==> config.mk <==
export PLATFORM = sky130hd
export DESIGN_NAME = watch_timer
export DESIGN_NICKNAME = d
export VERILOG_FILES = /design/src/rtl/watch_timer.v
export VERILOG_INCLUDE_DIRS = /design/src /design/src/rtl
export SDC_FILE = /design/constraint.sdc
export NUM_CORES = 1
export LEC_CHECK = 0
export BUFFER_PORTS_ARGS = -buffer_cell sky130_fd_sc_hd__buf_2
export CAP_MARGIN = 30
export CORE_MARGIN = 5
export CORE_UTILIZATION = 37
export CTS_CLUSTER_DIAMETER = 200
export DETAILED_ROUTE_END_ITERATION = 8
export GPL_ROUTABILITY_DRIVEN = 0
export PLACE_DENSITY = 0.64
export SYNTH_ARGS = -nofsm -noshare
export SYNTH_HDL_FRONTEND = slang
export SYNTH_SLANG_ARGS = --single-unit
==> constraint.sdc <==
create_clock -name clk -period 2.8 [get_ports clk]
set_input_delay 0.14 -clock clk [delete_from_list [all_inputs] [get_ports clk]]
set_output_delay 0.14 -clock clk [all_outputs]
set_load 0.03 [all_outputs]
==> src/rtl/watch_timer_map.vh <==
// register map, field positions and constants of the watch and interval timer
`ifndef WATCH_TIMER_MAP_VH
`define WATCH_TIMER_MAP_VH

`define WATCH_MODE_ADDR     16'hFF8F
`define WATCH_MODE_RESET    8'h00
`define RUN_ENABLE_BIT      0
`define COUNTER_START_BIT   1
`define PERIOD_SELECT_LO    2
`define PERIOD_SELECT_HI    3
`define TAP_SELECT_0        4
`define TAP_SELECT_2        6
`define CLOCK_SOURCE_SELECT 7
`define PRS_DIV_LOG2        7
`define PRESCALER_WIDTH     11
`define COUNTER_WIDTH       5
`define COUNTER_TAP         9

`endif

==> src/rtl/watch_timer.v <==
// watch timer and interval timer with one 8-bit mode register
`timescale 1ns/1ps
`include "watch_timer_map.vh"

module watch_timer #(
  parameter PRS_DIV = 128
) (
  // clock and reset
  input  wire       clk,
  input  wire       nrst,
  // register port
  input  wire [15:0] addr,
  input  wire        wr_byte,
  input  wire        wr_bit,
  input  wire [2:0]  bit_pos,
  input  wire [7:0]  wdata,
  output reg  [7:0]  rdata_ff,
  // subsystem clock tick, one cycle per subsystem edge
  input  wire        sub_tick,
  // interrupt requests
  output reg         watch_tick_irq,
  output reg         interval_tick_irq
);

  reg  [7:0]                    watch_mode_reg;
  reg  [7:0]                    nxt_mode;
  reg  [6:0]                    div_ff;
  reg  [`PRESCALER_WIDTH-1:0]   pre_ff;
  reg  [`COUNTER_WIDTH-1:0]     cnt_ff;
  wire                          run_en;
  wire                          cnt_en;
  wire                          prs_tick;
  wire                          fw_tick;
  wire [`PRESCALER_WIDTH-1:0]   nxt_pre;
  wire [`COUNTER_WIDTH-1:0]     nxt_cnt;
  wire                          pre_wrap9;
  wire                          cnt_step;
  wire                          sel;

  assign sel = (addr == `WATCH_MODE_ADDR);

  ////////////////////////////////////////////////////////////////////////
  // mode register
  always @* begin
    nxt_mode = watch_mode_reg;
    if (sel && wr_byte) begin
      nxt_mode = wdata;
    end else if (sel && wr_bit) begin
      nxt_mode[bit_pos] = wdata[0];
    end
  end

  always @(posedge clk or negedge nrst) begin
    if (!nrst) begin
      watch_mode_reg <= `WATCH_MODE_RESET;
    end else begin
      watch_mode_reg <= nxt_mode;
    end
  end

  // read path shows zero off address, so a shared read bus can or it
  always @(posedge clk or negedge nrst) begin
    if (!nrst) begin
      rdata_ff <= 8'h00;
    end else begin
      rdata_ff <= sel ? watch_mode_reg : 8'h00;
    end
  end

  assign run_en = watch_mode_reg[`RUN_ENABLE_BIT];
  assign cnt_en = run_en & watch_mode_reg[`COUNTER_START_BIT];

  ////////////////////////////////////////////////////////////////////////
  // watch count clock enable
  // source select
  assign prs_tick = (div_ff == PRS_DIV[6:0] - 7'h01);
  assign fw_tick  = watch_mode_reg[`CLOCK_SOURCE_SELECT] ? sub_tick
                                                         : prs_tick;

  always @(posedge clk or negedge nrst) begin
    if (!nrst) begin
      div_ff <= 7'h00;
    end else if (prs_tick) begin
      div_ff <= 7'h00;
    end else begin
      div_ff <= div_ff + 7'h01;
    end
  end

  ////////////////////////////////////////////////////////////////////////
  // prescaler and 5-bit counter
  // one prescaler feeds both interrupt paths, so only the run enable
  // bit may clear it; the counter path must never touch it
  assign nxt_pre = pre_ff + 11'h001;
  assign nxt_cnt = cnt_ff + 5'h01;

  // low n+1 bits wrapping to zero close a 2^(n+1) watch clock period
  function carry;
    input [10:0] nxt;
    input [3:0]  n;
    reg   [10:0] mask;
    begin
      mask  = (11'h001 << (n + 4'd1)) - 11'h001;
      carry = ((nxt & mask) == 11'h000);
    end
  endfunction

  // interval code to the prescaler bit whose wrap closes the period
  function [3:0] tap_of;
    input [2:0] code;
    begin
      case (code)
        3'h0:    tap_of = 4'd3;
        3'h1:    tap_of = 4'd4;
        3'h2:    tap_of = 4'd5;
        3'h3:    tap_of = 4'd6;
        3'h4:    tap_of = 4'd7;
        // code 101 taken as 2^9, one step below code 110
        3'h5:    tap_of = 4'd8;
        3'h6:    tap_of = 4'd9;
        default: tap_of = 4'd10;
      endcase
    end
  endfunction

  // watch period code to the wrap that closes a watch period
  function watch_end;
    input [1:0]  code;
    input        wrap9;
    input [4:0]  cnt;
    input [10:0] nxt;
    begin
      case (code)
        // 2^14: all 32 counter steps of 2^9
        2'h0:    watch_end = wrap9 && (cnt == 5'h1F);
        // 2^13: low four counter bits wrap, every 16 steps
        2'h1:    watch_end = wrap9 && (cnt[3:0] == 4'hF);
        // short periods come straight off the prescaler
        2'h2:    watch_end = carry(nxt, 4'd4);
        default: watch_end = carry(nxt, 4'd3);
      endcase
    end
  endfunction

  // counter steps on the 2^9 prescaler wrap
  assign pre_wrap9 = carry(nxt_pre, 4'd8);
  assign cnt_step  = fw_tick & pre_wrap9;

  always @(posedge clk or negedge nrst) begin
    if (!nrst) begin
      pre_ff <= 11'h000;
    end else if (!run_en) begin
      pre_ff <= 11'h000;
    end else if (fw_tick) begin
      pre_ff <= nxt_pre;
    end
  end

  always @(posedge clk or negedge nrst) begin
    if (!nrst) begin
      cnt_ff <= 5'h00;
    end else if (!cnt_en) begin
      cnt_ff <= 5'h00;
    end else if (cnt_step) begin
      // prescaler not cleared here, so first tick may be early
      cnt_ff <= nxt_cnt;
    end
  end

  ////////////////////////////////////////////////////////////////////////
  // period decode
  // decode stays combinational so both pulses leave their flops one
  // cycle after the watch clock tick that closes the period
  reg  [3:0] itap;
  reg        it_hit;
  reg        wt_hit;

  always @* begin
    itap   = tap_of(watch_mode_reg[`TAP_SELECT_2:`TAP_SELECT_0]);
    it_hit = carry(nxt_pre, itap);
  end

  always @* begin
    wt_hit = watch_end(watch_mode_reg[`PERIOD_SELECT_HI:`PERIOD_SELECT_LO],
                       pre_wrap9, cnt_ff, nxt_pre);
  end

  ////////////////////////////////////////////////////////////////////////
  // interrupt pulses
  // a change of bits 7..4 while running shifts the next period; the
  // logic does not guard against it, software must stop first
  always @(posedge clk or negedge nrst) begin
    if (!nrst) begin
      watch_tick_irq    <= 1'b0;
      interval_tick_irq <= 1'b0;
    end else begin
      watch_tick_irq    <= cnt_en & fw_tick & wt_hit;
      interval_tick_irq <= run_en & fw_tick & it_hit;
    end
  end

endmodule

==> impl_metrics.json <==
{
  "hpwlAfterDp_um": 3560,
  "grt_util_met1": 0.179,
  "drv_slew": 0,
  "synth.top_cells.by_area": "dfrtp_1 (45%), and2_1 (5.5%), xnor2_1 (5.4%), nand2_1 (4.3%), mux2i_1 (3.5%)",
  "crit_path_end_kind": "register",
  "power_w": 0.00101,
  "crit_fanout": 9,
  "setup_tns_ps": 0,
  "skew_ps": 4.69,
  "setup_viol": 0,
  "critPathLaunch": "pre_ff[1]",
  "clock_latency_ps": 290,
  "finalCritPeriodShare": 0.946,
  "layout_common_cells": "dfrtp_1 (41), buf_2 (41), nand2_1 (26)",
  "p_clk_frac": 0.370,
  "dieHeight_um": 88.5,
  "max_freq_mhz": 378,
  "cap_violations": 0,
  "cts_tree": "done",
  "placementRows": 28,
  "cts_made_buffers": 5,
  "hp-start": "wdata[3]",
  "vdd_drop_max_uv": 204,
  "ys_warn_count": 0,
  "ys_seq_elements": 41,
  "root_buffer": "clkbuf_8",
  "seq_area_frac_synth": 0.450,
  "p_per_area_nw_per_um2": 381,
  "largest_register_ffs": 11,
  "io_pins": 42,
  "n_antenna_cell": 0,
  "status": "completed",
  "p_comb_frac": 0.046,
  "finalHoldViolCount": 0,
  "switching_share": 0.223,
  "grt_pass1_vias": 1752,
  "hold_depth": 3,
  "clock_path_buffers": 2,
  "die_x_um": 88.5,
  "synth_cell_type_count": 43,
  "power_switching_w": 0.000226,
  "synth_top_flop_cell": "dfrtp_1",
  "grt.overflow.total": 0,
  "drc_errors": 0,
  "grt_max_degree": 42,
  "synth_fp_nets": 275,
  "area_growth_pct": 16.4,
  "crit_path_start_kind": "register",
  "dp_slack_ps": 65.1,
  "cts_num_sinks": 41,
  "drt_iter0_drc": 81,
  "yosys.area.top_type_share": 0.450,
  "hold_path.class": "input port to register",
  "ant_nets": 0,
  "drive_above_1_share": 0.222,
  "core_area_sq_um": 5960,
  "grtUsageMet3": 0.0326,
  "synth-edff-count": 0,
  "power_leakage_nw": 1.15,
  "ys_async_sr_fraction": 1.00,
  "hold_slack_ps": 45.2,
  "avgViaCountPerCell": 5.04,
  "worst_pin_slew_ps": 425,
  "finalWorstSetupSlack_ps": 152,
  "numPortBuffers": 41,
  "cts_max_level": 2,
  "r2r_cells": 7,
  "cp.arrival_ps": 2870,
  "reg2reg_from": "pre_ff[1]",
  "finalWirelength_um": 4790,
  "drt_pre_antenna_iters": 4,
  "multi_input_area_sq_um": 1190,
  "relSlewSlack": 0.717,
  "nets": 315,
  "cts.clk_slew.worst_paths_ps": 80,
  "synth_area_sq_um": 2280,
  "yosysTopAreaCell": "dfrtp_1",
  "routedWlPerCell_um": 13.5,
  "use_met2": 0.209,
  "fill_cells": 577,
  "register_area_sq_um": 1030,
  "crit_type": "register to register",
  "seqPwrFrac": 0.585,
  "grt_busiest_layer": "met2",
  "p_int_w": 0.000787,
  "vias": 1784,
  "grt_pass1_wl_um": 8160,
  "syn_inst": 238,
  "die_area_sq_um": 7840,
  "grt_setup_unrepaired": "no",
  "grt_antenna_before_repair": 0,
  "grtUsageTotal": 0.134,
  "fin_crit_ps": 2650,
  "cp.required_ps": 3020,
  "start_util": 0.383,
  "synth_area_per_cell_sq_um": 9.59,
  "post-cts-setup-buffer-count": 0
}
## power by group through the flow
stage | clock network [W] | logic [W] | registers [W]
after global placement | 0 | 0.0000422 | 0.000603
after global routing | 0.000409 | 0.0000531 | 0.000592
after detailed placement | 0 | 0.0000431 | 0.000603
final | 0.000374 | 0.0000463 | 0.000592
after floorplan | 0 | 0.00000672 | 0.000604
after CTS | 0.000393 | 0.0000443 | 0.000592
## kinds of logic after synthesis
logic type / share of synthesized area
multiplexers: 0.0400
AO/OA/AOI/OAI: 0.109
buffers and inverters: 0.0351
flip-flops: 0.450
adder cells (fa/ha/maj): 0.0274
XOR/XNOR: 0.0729
AND/OR/NAND/NOR: 0.266
## through the flow
step | area (sq um) | util | cells
2_1_floorplan | 2280 | - | 238
3_3_place_gp | 2530 | 0.426 | 344
3_5_place_dp | 2530 | 0.426 | 344
4_1_cts | 2630 | 0.441 | 353
5_1_grt | 2660 | 0.446 | 354
6_report | 2660 | 0.446 | 354
## per-layer routing
layer	share of wire	routed length, um
met1	0.46	2200
met2	0.49	2330
met3	0.041	195
met4	0.015	70
met5	0	0
## layout make-up
type | count | area share
tap | 75 | 0.0353
clock inverter | 2 | 0.00377
inverter | 3 | 0.00424
multi-input combinational | 181 | 0.446
clock buffer | 6 | 0.0273
sequential | 41 | 0.386
timing repair buffer | 46 | 0.0970
## synthesized netlist by cell type (all sizes together) (4+ instances only)
library cell	instances
nor3	8
o21ai	17
nand4	6
nand2	26
clkbuf	8
dfrtp	41
a21oi	7
and2	20
xor2	5
xnor2	14
buf	4
mux2i	8
nand3	11
and3	5
nand2b	4
nor2	12
ha	5
## timing repair
item / in CTS / in global routing
hold endpoints to repair: 20 / 0
gates resized for setup: 0 / 2
setup endpoints to repair: 0 / 2
hold buffers: 1 / 0
## worst paths after layout
check,endpoint,slack [ps]
max in group asynchronous,pre_ff[7],2240
hold reg to reg,div_ff[0],460
setup / recovery,cnt_ff[3],150
setup reg to reg,cnt_ff[3],150
min in group asynchronous,div_ff[4],160
hold / removal,watch_mode_reg[3],50
## worst max-delay path: stages, from the launching register on
cell and delay (ps):
dfrtp_1 420, ha_2 210, and4_4 220, or4b_4 550
a2111oi_4 390, o21ai_4 150, or4_1 480, a21oi_1 150
Power figures use the tool's default switching activity.
